File: src/pio_pkg.sv
// Constants, types and helpers for the parallel port block.
// Assumes one APB slave clocked by pclk, ports laid out in 32-byte windows.
// Notes on behaviour
// - Six I/O ports, one input port, 79 lines.
// - Each line set, cleared, tested alone.
// - One direction bit per bidirectional line.
// - Input direction leaves pin undriven.
// - Per-pin push-pull or open-drain choice.
// - Reset makes pins inputs, except reset indication.
// - Driver shape and strength reach pads.
// - Per-byte TTL or hysteresis input threshold.
// - Alternate function may claim a line.
// - Input-only port has no pad controls.
// - Bus address/data ports: driver control only.
package pio_pkg;
    // Port count and line width
    localparam int PIO_NP = 7;
    localparam int PIO_W = 16;
    typedef logic [PIO_W-1:0] pio_word_t;
    typedef logic [2:0] pio_idx_t;
    // Register offsets inside one port window
    localparam logic [4:0] PIO_OFF_DATA = 5'h00;
    localparam logic [4:0] PIO_OFF_DIR = 5'h04;
    localparam logic [4:0] PIO_OFF_OD = 5'h08;
    localparam logic [4:0] PIO_OFF_ALT = 5'h0c;
    localparam logic [4:0] PIO_OFF_THR = 5'h10;
    localparam logic [4:0] PIO_OFF_SET = 5'h14;
    localparam logic [4:0] PIO_OFF_CLR = 5'h18;
    localparam logic [4:0] PIO_OFF_DRV = 5'h1c;
    // Port window select bits of paddr
    localparam int PIO_PORT_LSB = 5;
    // Reset values
    localparam pio_word_t PIO_RST_WORD = 16'h0000;
    localparam logic [1:0] PIO_RST_THR = 2'h0;
    // Implemented lines per port, 79 in total
    localparam pio_word_t PIO_MASK [PIO_NP] = '{16'hffff, 16'hffff, 16'h7fff, 16'h00ff,
                                               16'h3fff, 16'h003f, 16'h000f};
    // Control features of each port
    typedef struct packed {
        logic drv; // Pad driver shape/strength
        logic od;  // Open-drain select
        logic thr; // Threshold select
        logic io;  // Has output drivers
    } pio_cap_s;
    // Order: bus_addr_data_port, addr port, p3, p4, analog input port, p9, p20
    localparam pio_cap_s PIO_CAP [PIO_NP] = '{4'b1001, 4'b1001, 4'b1111, 4'b1111,
                                             4'b0000, 4'b1111, 4'b1101};
    // Index of the input-only port
    localparam pio_idx_t PIO_IN_PORT = 3'h4;
    // Pad drive of one port
    typedef struct packed {
        pio_word_t out; // Level driven when enabled
        pio_word_t oe;  // High while the pin is driven
    } pio_pad_s;
    // Read view: pin for inputs, latch for outputs
    function automatic pio_word_t pio_rd_mux(pio_word_t dir, pio_word_t pin, pio_word_t lat);
        return (pin & ~dir) | (lat & dir);
    endfunction
    // Byte threshold bits widened to lines
    function automatic pio_word_t pio_thr_lines(logic [1:0] thr);
        return {{8{thr[1]}}, {8{thr[0]}}};
    endfunction
endpackage

File: src/pio_ports.sv
// Parallel port block: latches, direction, drive options and APB access.
// Assumes pins are sampled synchronously to pclk; pads resolve oe/out outside.
`timescale 1ns/1ps
module pio_ports
    import pio_pkg::*;
(
    // Clock and reset
    input wire logic pclk,
    input wire logic presetn,
    // APB slave
    input wire logic psel,
    input wire logic penable,
    input wire logic pwrite,
    input wire logic [7:0] paddr,
    input wire logic [31:0] pwdata,
    output logic [31:0] prdata,
    output logic pready,
    output logic pslverr,
    // Pins
    input wire logic [PIO_NP-1:0][PIO_W-1:0] pin_in,
    output pio_pad_s [PIO_NP-1:0] pad,
    // Alternate functions
    input wire logic [PIO_NP-1:0][PIO_W-1:0] alt_out,
    input wire logic [PIO_NP-1:0][PIO_W-1:0] alt_oe,
    output logic [PIO_NP-1:0][PIO_W-1:0] alt_in,
    // Pad configuration
    output logic [PIO_NP-1:0][PIO_W-1:0] pad_driver_shape_ctrl,
    output logic [PIO_NP-1:0][PIO_W-1:0] thr_cmos,
    // Reset indication
    input wire logic rst_req,
    output logic reset_indication_out,
    output logic reset_indication_oe
);
    // Register state per port
    pio_word_t lat_r [PIO_NP], lat_nxt [PIO_NP]; // Output latches
    pio_word_t dir_r [PIO_NP], dir_nxt [PIO_NP]; // 1 = output
    pio_word_t od_r [PIO_NP], od_nxt [PIO_NP];   // 1 = open drain
    pio_word_t alt_r [PIO_NP], alt_nxt [PIO_NP]; // 1 = alternate function
    pio_word_t drv_r [PIO_NP], drv_nxt [PIO_NP]; // Pad shape/strength
    logic [1:0] thr_r [PIO_NP], thr_nxt [PIO_NP]; // Per-byte threshold
    // Registered outputs
    pio_pad_s [PIO_NP-1:0] pad_r, pad_nxt;
    logic [PIO_NP-1:0][PIO_W-1:0] ain_r, ain_nxt;
    logic [31:0] rd_r, rd_nxt;
    logic rsti_r, rsti_nxt;
    // Decode
    pio_idx_t port;
    logic [4:0] off;
    logic hit, wr_en, rd_setup;

    // Address decode; unmapped windows answer with an error
    always_comb begin
        port = paddr[PIO_PORT_LSB +: 3];
        off = paddr[4:0];
        hit = (port < pio_idx_t'(PIO_NP)) && (off[1:0] == 2'h0);
        wr_en = psel && penable && pwrite && hit;
        rd_setup = psel && !penable && !pwrite;
    end

    // Slave always ready; zero wait states
    assign pready = 1'b1;
    assign pslverr = psel && penable && !hit;
    assign prdata = rd_r;

    // Register next values
    always_comb begin
        pio_word_t w;
        w = pwdata[PIO_W-1:0];
        for (int p = 0; p < PIO_NP; p++) begin
            lat_nxt[p] = lat_r[p];
            dir_nxt[p] = dir_r[p];
            od_nxt[p] = od_r[p];
            alt_nxt[p] = alt_r[p];
            drv_nxt[p] = drv_r[p];
            thr_nxt[p] = thr_r[p];
            if (wr_en && port == pio_idx_t'(p)) begin
                unique case (off)
                    PIO_OFF_DATA: lat_nxt[p] = w & PIO_MASK[p];
                    PIO_OFF_SET: lat_nxt[p] = lat_r[p] | (w & PIO_MASK[p]);
                    PIO_OFF_CLR: lat_nxt[p] = lat_r[p] & ~w;
                    PIO_OFF_DIR: if (PIO_CAP[p].io) begin
                        dir_nxt[p] = w & PIO_MASK[p];
                    end
                    PIO_OFF_OD: if (PIO_CAP[p].od) begin
                        od_nxt[p] = w & PIO_MASK[p];
                    end
                    PIO_OFF_ALT: alt_nxt[p] = w & PIO_MASK[p];
                    PIO_OFF_THR: if (PIO_CAP[p].thr) begin
                        thr_nxt[p] = w[1:0];
                    end
                    PIO_OFF_DRV: if (PIO_CAP[p].drv) begin
                        drv_nxt[p] = w;
                    end
                    default: ; // Misaligned offsets already refused
                endcase
            end
        end
    end

    // Pad drive, input sampling and read data
    always_comb begin
        pio_word_t edir, eval;
        edir = '0;
        eval = '0;
        rd_nxt = rd_r;
        for (int p = 0; p < PIO_NP; p++) begin
            edir = (alt_r[p] & alt_oe[p]) | (~alt_r[p] & dir_r[p]);
            eval = (alt_r[p] & alt_out[p]) | (~alt_r[p] & lat_r[p]);
            edir = PIO_CAP[p].io ? (edir & PIO_MASK[p]) : '0;
            // input floats; open drain drives only low
            pad_nxt[p].oe = edir & ~(od_r[p] & eval);
            pad_nxt[p].out = eval & ~od_r[p] & edir;
            ain_nxt[p] = pin_in[p] & PIO_MASK[p];
        end
        if (rd_setup) begin
            rd_nxt = '0;
            if (hit) begin
                unique case (off)
                    PIO_OFF_DATA, PIO_OFF_SET, PIO_OFF_CLR:
                        rd_nxt[PIO_W-1:0] = pio_rd_mux(dir_r[port], pin_in[port], lat_r[port]) & PIO_MASK[port];
                    PIO_OFF_DIR: rd_nxt[PIO_W-1:0] = dir_r[port];
                    PIO_OFF_OD: rd_nxt[PIO_W-1:0] = od_r[port];
                    PIO_OFF_ALT: rd_nxt[PIO_W-1:0] = alt_r[port];
                    PIO_OFF_THR: rd_nxt[1:0] = thr_r[port];
                    PIO_OFF_DRV: rd_nxt[PIO_W-1:0] = drv_r[port];
                    default: rd_nxt = '0;
                endcase
            end
        end
        // Low while an internal reset is requested
        rsti_nxt = !rst_req;
    end

    // State registers
    // reset clears every enable, pins become inputs
    always_ff @(posedge pclk or negedge presetn) begin
        if (!presetn) begin
            for (int p = 0; p < PIO_NP; p++) begin
                lat_r[p] <= PIO_RST_WORD;
                dir_r[p] <= PIO_RST_WORD;
                od_r[p] <= PIO_RST_WORD;
                alt_r[p] <= PIO_RST_WORD;
                drv_r[p] <= PIO_RST_WORD;
                thr_r[p] <= PIO_RST_THR;
            end
            pad_r <= '0;
            ain_r <= '0;
            rd_r <= '0;
            rsti_r <= 1'b0;
        end else begin
            lat_r <= lat_nxt;
            dir_r <= dir_nxt;
            od_r <= od_nxt;
            alt_r <= alt_nxt;
            drv_r <= drv_nxt;
            thr_r <= thr_nxt;
            pad_r <= pad_nxt;
            ain_r <= ain_nxt;
            rd_r <= rd_nxt;
            rsti_r <= rsti_nxt;
        end
    end

    // Outputs from flops
    always_comb begin
        for (int p = 0; p < PIO_NP; p++) begin
            pad_driver_shape_ctrl[p] = drv_r[p];
            thr_cmos[p] = pio_thr_lines(thr_r[p]) & PIO_MASK[p];
        end
    end
    assign pad = pad_r;
    assign alt_in = ain_r;
    // reset indication keeps driving through reset
    assign reset_indication_out = rsti_r;
    assign reset_indication_oe = 1'b1;

    genvar g;
    for (g = 0; g < PIO_NP; g++) begin : g_chk

    end
endmodule // pio_ports

File: config.mk
export PLATFORM = sky130hd
export DESIGN_NAME = pio_ports
export DESIGN_NICKNAME = d
export VERILOG_FILES = /design/src/pio_pkg.sv /design/src/pio_ports.sv
export SDC_FILE = /design/constraint.sdc
export NUM_CORES = 1
export LEC_CHECK = 0
export BUFFER_PORTS_ARGS = -buffer_cell sky130_fd_sc_hd__buf_4
export CORE_AREA = 5 5 377 379
export CTS_BUF_LIST = sky130_fd_sc_hd__clkbuf_8
export DETAILED_ROUTE_END_ITERATION = 6
export DIE_AREA = 0 0 382 384
export SYNTH_ARGS = -nofsm -noshare
export SYNTH_HDL_FRONTEND = slang
export SYNTH_SLANG_ARGS = --single-unit
File: constraint.sdc
create_clock -name pclk -period 1.7 [get_ports pclk]
set_input_delay 0 -clock pclk [delete_from_list [all_inputs] [get_ports pclk]]
set_output_delay 0 -clock pclk [all_outputs]
set_load 0.01 [all_outputs]
* Yosys cells after proc, flatten, opt, wreduce, memory -nomap -nowiden *
Memory sizes are Yosys's and may differ from the RTL's.
Cells that the tools add are included.

storage, ports and cells
  bits in latches = 0
  register bits = 695
  bits in read-only memories = 128
  bits in writable memories = 0
  word-level logic and storage cells = 248
  memories = 1
  output and inout bits = 596

operators by class
  add/subtract/negate cells = 0
  shifts and indexed selects = 0
  bitwise operators = 89
  reductions and logical operators = 56
  muxes and demuxes = 32
  $mul = 0
  eq/ne operators = 13
  div/mod/pow operators = 0
  magnitude comparators = 3

memories
  name              depth  bits a word  read ports  clocked after Yosys merged registers in  write ports  RTL line          source
  (name not given)  8      16           1           0                                        0            pio_ports.sv:120  rd_nxt[PIO_W-1:0] = pio_rd_mux(dir_r[port], pin_in[port], lat_r[port]) & PIO_MASK[port];

operator list
  cell                                     number
  bitwise AND 16 bit                       28
  one-hot mux 16 bit (3 select lines)      7
  binary-select mux 16 bit (select 3 bit)  6
  two-way mux 16 bit                       14
  bitwise OR 16 bit                        11
  inverter 16 bit                          8
  one-hot mux 14 bit (5 select lines)      1
  AND reduction 2 bit                      33
  bitwise AND 15 x 16 -> 16 bit            3
  bitwise AND 4 x 16 -> 16 bit             3
  bitwise AND 6 x 16 -> 16 bit             3
  bitwise AND 8 x 16 -> 16 bit             3
  inverter 15 -> 16 bit                    2
  inverter 4 -> 16 bit                     2
  inverter 6 -> 16 bit                     2
  inverter 8 -> 16 bit                     2
  bitwise AND 15 bit                       2
  == test 5 bit, second input constant     4
  bitwise AND 16 x 15 -> 16 bit            1
  bitwise AND 16 x 4 -> 16 bit             1
  bitwise AND 16 x 6 -> 16 bit             1
  bitwise AND 16 x 8 -> 16 bit             1
  bitwise AND 8 bit                        2
  bitwise OR 16 x 14 -> 16 bit             1
  29 further kinds                         52

* Logic depth before layout (Yosys ltp) *
  word-level depth = 10
  gate-level depth with buffers = 10
  depth with buffers taken out = 5

* Worst setup path before layout *
Ideal clock, no wire load.

  kind = input-to-reg
  start = input port paddr[6]
  end = register alt_r[88] (netlist bit)
  setup slack = -0.142 ns
  path buffers = 2
  library setup time = 0.125 ns
  required time = 1.575 ns
  cell stages on the path = 6
  data arrival time = 1.717 ns
  path through = buf_4 a311oi_4 nand4_2 nor2_1 buf_4 mux2_2

between the ends
  longest elaborated chain between the ends = 5
  elaborated cells between the ends (all ways) = 6

ends and longest elaborated chain
  element                                   RTL line          source
  start: declaration                        pio_ports.sv:14   input wire logic [7:0] paddr,
  less-than comparator 3 bit                pio_ports.sv:55   hit = (port < pio_idx_t'(PIO_NP)) && (off[1:0] == 2'h0);
  logical AND 1 bit                         pio_ports.sv:55
  logical AND 1 bit                         pio_ports.sv:56   wr_en = psel && penable && pwrite && hit;
  logical AND 1 bit (*)                     pio_ports.sv:76   if (wr_en && port == pio_idx_t'(p)) begin
  AND reduction 2 bit (no source line) (*)  --
  end signal: assignment                    pio_ports.sv:154  alt_r <= alt_nxt;
  end: declaration                          pio_ports.sv:38   pio_word_t alt_r [PIO_NP], alt_nxt [PIO_NP];

Mark *: on every way between the ends. The rest lies on a longest branch, timed or not.
A chain may end at the register's enable or synchronous reset.

* Final worst setup path *
  start = register lat_r[83] (netlist bit)
  end = register rd_r[3], in the netlist prdata[3]

between the ends
  longest elaborated chain between the ends = 8

ends and longest elaborated chain
  element                                                 RTL line          source
  start: declaration                                      pio_ports.sv:35   pio_word_t lat_r [PIO_NP], lat_nxt [PIO_NP];
  start signal: assignment                                pio_ports.sv:151  lat_r <= lat_nxt;
  binary-select mux 16 bit (select 3 bit)                 pio_ports.sv:120
  two-way mux 16 bit (implied by the code) (2 in series)  pio_ports.sv:120
  bitwise AND 16 bit                                      pio_pkg.sv:57     return (pin & ~dir) | (lat & dir);
  bitwise OR 16 bit                                       pio_pkg.sv:57
  bitwise AND 16 bit                                      pio_ports.sv:120
  one-hot mux 14 bit (5 select lines)                     pio_ports.sv:118  unique case (off)
  two-way mux 16 bit                                      pio_ports.sv:117  if (hit) begin
  end signal: assignment                                  pio_ports.sv:159  rd_r <= rd_nxt;
  end: declaration                                        pio_ports.sv:44   logic [31:0] rd_r, rd_nxt;

No other way between the ends. The select of a mux whose other input is x is not followed.

==> qor.yml <==
status:
  status: "finished, violations left"
  violations: "setup timing"
synthesis:
  synth_cells: 2570
  synth-async-reset-ratio_pct: 100.0
  yosysUniqueCellTypes: 70
  synth_edf_count: 0
  synth_ff_type: "dfrtp_1"
  ys_warn_count: 0
  synth_seq_cells: 582
  syn_area_um2: 28020
  syn_area_per_cell_um2: 10.90
  yosysSeqAreaShare_pct: 51.98
pwr:
  p_int_w: 0.02349
  totalPowerFinal_w: 0.03231
  leakage_nw: 20.51
  switching_share_pct: 27.28
  p_seq_share_pct: 43.8
  pwr-share-comb_pct: 12.3
  p_sw_w: 0.008815
  p_per_area_nw_per_um2: 739.9
  clkPwrFrac_pct: 43.9
  vdd_ir_drop_max_mv: 0.4980
routing:
  viasPerCell: 4.414
  firstDrtPassIters: 5
  wire_per_inst_um: 24.66
  drc: 0
  wl_um: 144600
  first_iter_violations: 1893
  vias: 25880
  ant_nets: 0
critical_path:
  critPathArrivalTime_ns: 2.45
  r2r_end: "prdata[3]"
  worst_ep_required_time_ns: 2.41
  cp_max_fo: 2
  reg2reg_slack_ns: -0.04
  crit_type: "flop to flop"
  cp-end-kind: "flop"
  rr_worst_depth: 3
  worstSetupStartpointType: "flop"
  r2r_start: "lat_r[83]"
cells_and_area:
  area_growth_syn_to_layout_pct: 55.86
  postLayoutCoreUtil_pct: 31.53
  fillers: 14106
  num-nets-final: 4339
  drive_above_1_share_pct: 36.81
  final_area_um2: 43670
min_path:
  min_path_type: "input port to flop"
  holdPathStages: 6
  holdPathEnd: "lat_r[5]"
  min_from: "paddr[5]"
global_routing:
  top_usage_layer: "met2"
  grt_max_degree: 72
  antenna_found_initial: 51
  grt_first_pass_wirelength_um: 199700
  track_usage_pct: 18.90
  gr-total-overflow: 0
  gr-usage-met3_pct: 5.922
  met1_usage_pct: 24.05
  grt_pass1_vias: 26206
  met2_usage_pct: 30.96
flow_run:
  drv_cap: 0
timing:
  finalCritPeriodShare_pct: 102.6
  fin_ws_ns: -0.04401
  worst_pin_slew_ns: 0.7634
  skew_ns: 0.04008
  slew_violations: 0
  setup_tns_ns: -0.06651
  relSlewSlack_pct: 48.57
  period_minus_slack_ns: 1.744
  max_freq_mhz: 573.4
  hold_viol_final: 0
  grt_setup_unrepaired: "yes"
  setup_viol: 4
floorplanning:
  core_area_um2: 138500
  die_w_um: 382
  placement_rows: 137
  die_y_um: 384
  die_area_um2: 146700
  ios: 978
  start_util_pct: 20.23
clock_network:
  insertion_delay_ns: 0.83
  cts.reportedPaths.clkPinSlew_ns: 0.06
  root_buffer: "clkbuf_8"
  cts_num_sinks: 582
  cts_buffers: 108
  cts_tree: "built"
  cts_buffer_depth: 3
  htree_num_levels: 3
place:
  portBuffers: 609
  pre_cts_slack_ns: -0.2896
  dpl_cell_area_um2: 36640
  gp_congestion: 0.9120
  hpwl_um: 113800
area by class of cell:
| type | count | area (um^2) | share of cell area [%] |
|---|---|---|---|
| tap | 1807 | 2261 | 5.178 |
| antenna | 19 | 47.55 | 0.1089 |
| timing repair buffer | 1460 | 12730 | 29.16 |
| inverter | 19 | 71.32 | 0.1633 |
| sequential | 582 | 14570 | 33.36 |
| clock buffer | 135 | 1858 | 4.255 |
| multi-input combinational | 1786 | 11780 | 26.96 |
| clock inverter | 55 | 355.3 | 0.8137 |
power by group through the flow:
| stage | clock network (W) | registers (W) | logic [W] |
|---|---|---|---|
| finish | 0.0142 | 0.0141 | 0.00398 |
| global route | 0.0151 | 0.0141 | 0.00425 |
| CTS | 0.0146 | 0.0141 | 0.00393 |
| detailed placement | 0 | 0.0144 | 0.00309 |
| global placement | 0 | 0.0144 | 0.00307 |
| floorplan | 0 | 0.0144 | 0.00144 |
registers in the layout, indices dropped and copies added, names as in the netlist, 4 cells and up:
register and cells:
prdata 16, od_r 33, thr_cmos 4, alt_r 79, alt_in 79, lat_r 77
pad_driver_shape_ctrl 96, dir_r 65, pad 130
how the worst max path moves through the flow:
stage	startpoint	endpoint	slack, ns	depth (start not counted)
after floorplan	paddr[6]	prdata[4]	0.003	8
after global placement	paddr[7]	prdata[5]	-0.30	8
after detailed placement	paddr[7]	prdata[5]	-0.29	8
after CTS	lat_r[83]	prdata[3]	-0.01	3
after global routing	alt_r[83]	prdata[3]	-0.05	5
final	lat_r[83]	prdata[3]	-0.04	3
stage by stage:
stage | hold slack (ns) | instances
after CTS | 0.00006078 | 5835
after global placement | -0.04257 | 5198
after floorplan | -0.2956 | 2812
final | 0.06201 | 5863
after detailed placement | -0.03613 | 5198
after global routing | 0.03957 | 5849
routing by layer:
metal | share of wire (%) | wire length [um]
met2 | 47 | 67280
met3 | 9.0 | 13070
met4 | 3.0 | 4367
met5 | 0.14 | 204
met1 | 41 | 59680
Yosys cell counts (4+ instances only):
cell type  number  area share [%]
o31ai_1        12            0.32
and2_1         38            0.85
a32o_1         12            0.43
mux2i_1        50             1.8
nand2_1       371             5.0
o21a_1         15            0.40
nor2b_1         6            0.13
nand2b_1        4           0.089
o211ai_1       27            0.72
and4_1          4            0.13
o21ai_0       273             4.9
nor2_1         62            0.83
a21oi_1        58             1.0
and3_1         10            0.22
o2bb2ai_1      25            0.78
nand3b_1       38             1.0
mux2_2        184             7.4
nor3_2          6            0.21
o221ai_1        8            0.25
or3_1           4           0.089
a221o_1        11            0.39
a41oi_1         4            0.13
buf_4         293             7.9
nor3_1         25            0.45
buf_2          29            0.52
mux4_2         56             4.5
o22ai_1         8            0.18
a31oi_1         4           0.089
dfrtp_1       582              52
nand3_1       109             1.9
or2_2           4           0.089
clkbuf_1       97             1.3
a221oi_1       24            0.75
a22oi_1        19            0.51
a22o_1          8            0.25
nand4_1         6            0.13
a211oi_1       11            0.29
inv_1          17            0.23
logic make-up (layout without fill, tap and decap cells):
group | Yosys count | after routing | share of synthesized area [%]
AO/OA/AOI/OAI | 536 | 536 | 12.00
other | 2 | 263 | 0.02681
buffers and inverters | 444 | 1669 | 10.08
XOR/XNOR | 1 | 1 | 0.03127
AND/OR/NAND/NOR | 715 | 715 | 12.19
flip-flops | 582 | 582 | 51.98
multiplexers | 290 | 290 | 13.68
cell usage in the layout (no fill, tap or decap), types with 10 or more instances in the layout:
cell type,n
a221oi_1,24
conb_1,244
nand3_1,109
inv_1,48
a32o_1,11
buf_4,962
clkbuf_8,135
nand2_1,369
and2_1,38
mux2_2,184
a21oi_1,58
a221o_1,11
clkinv_2,10
o211ai_1,27
o2bb2ai_1,24
o21a_1,15
o21ai_0,271
diode_2,19
nand3b_1,38
dlygate4sd3_1,441
a211oi_1,10
o31ai_1,12
nor2_1,58
buf_12,51
a22oi_1,14
dfrtp_1,580
mux4_2,56
nor3_1,23
mux2i_1,42
worst max-delay path, cell delays in order (launching register included):
cell	delay [ns]
dfrtp_1	0.38
mux4_2	0.53
mux4_2	0.49
a22o_1	0.22
what timing repair did:
action	4_1_cts	5_1_grt
gates resized for setup	8	38
hold buffers	444	0
setup buffers	3	10
cloned	0	0
setup endpoints to repair	5	111
pin swaps	7	15
endpoints found under the hold margin	1163	0
(Power assumes the default switching activity.)
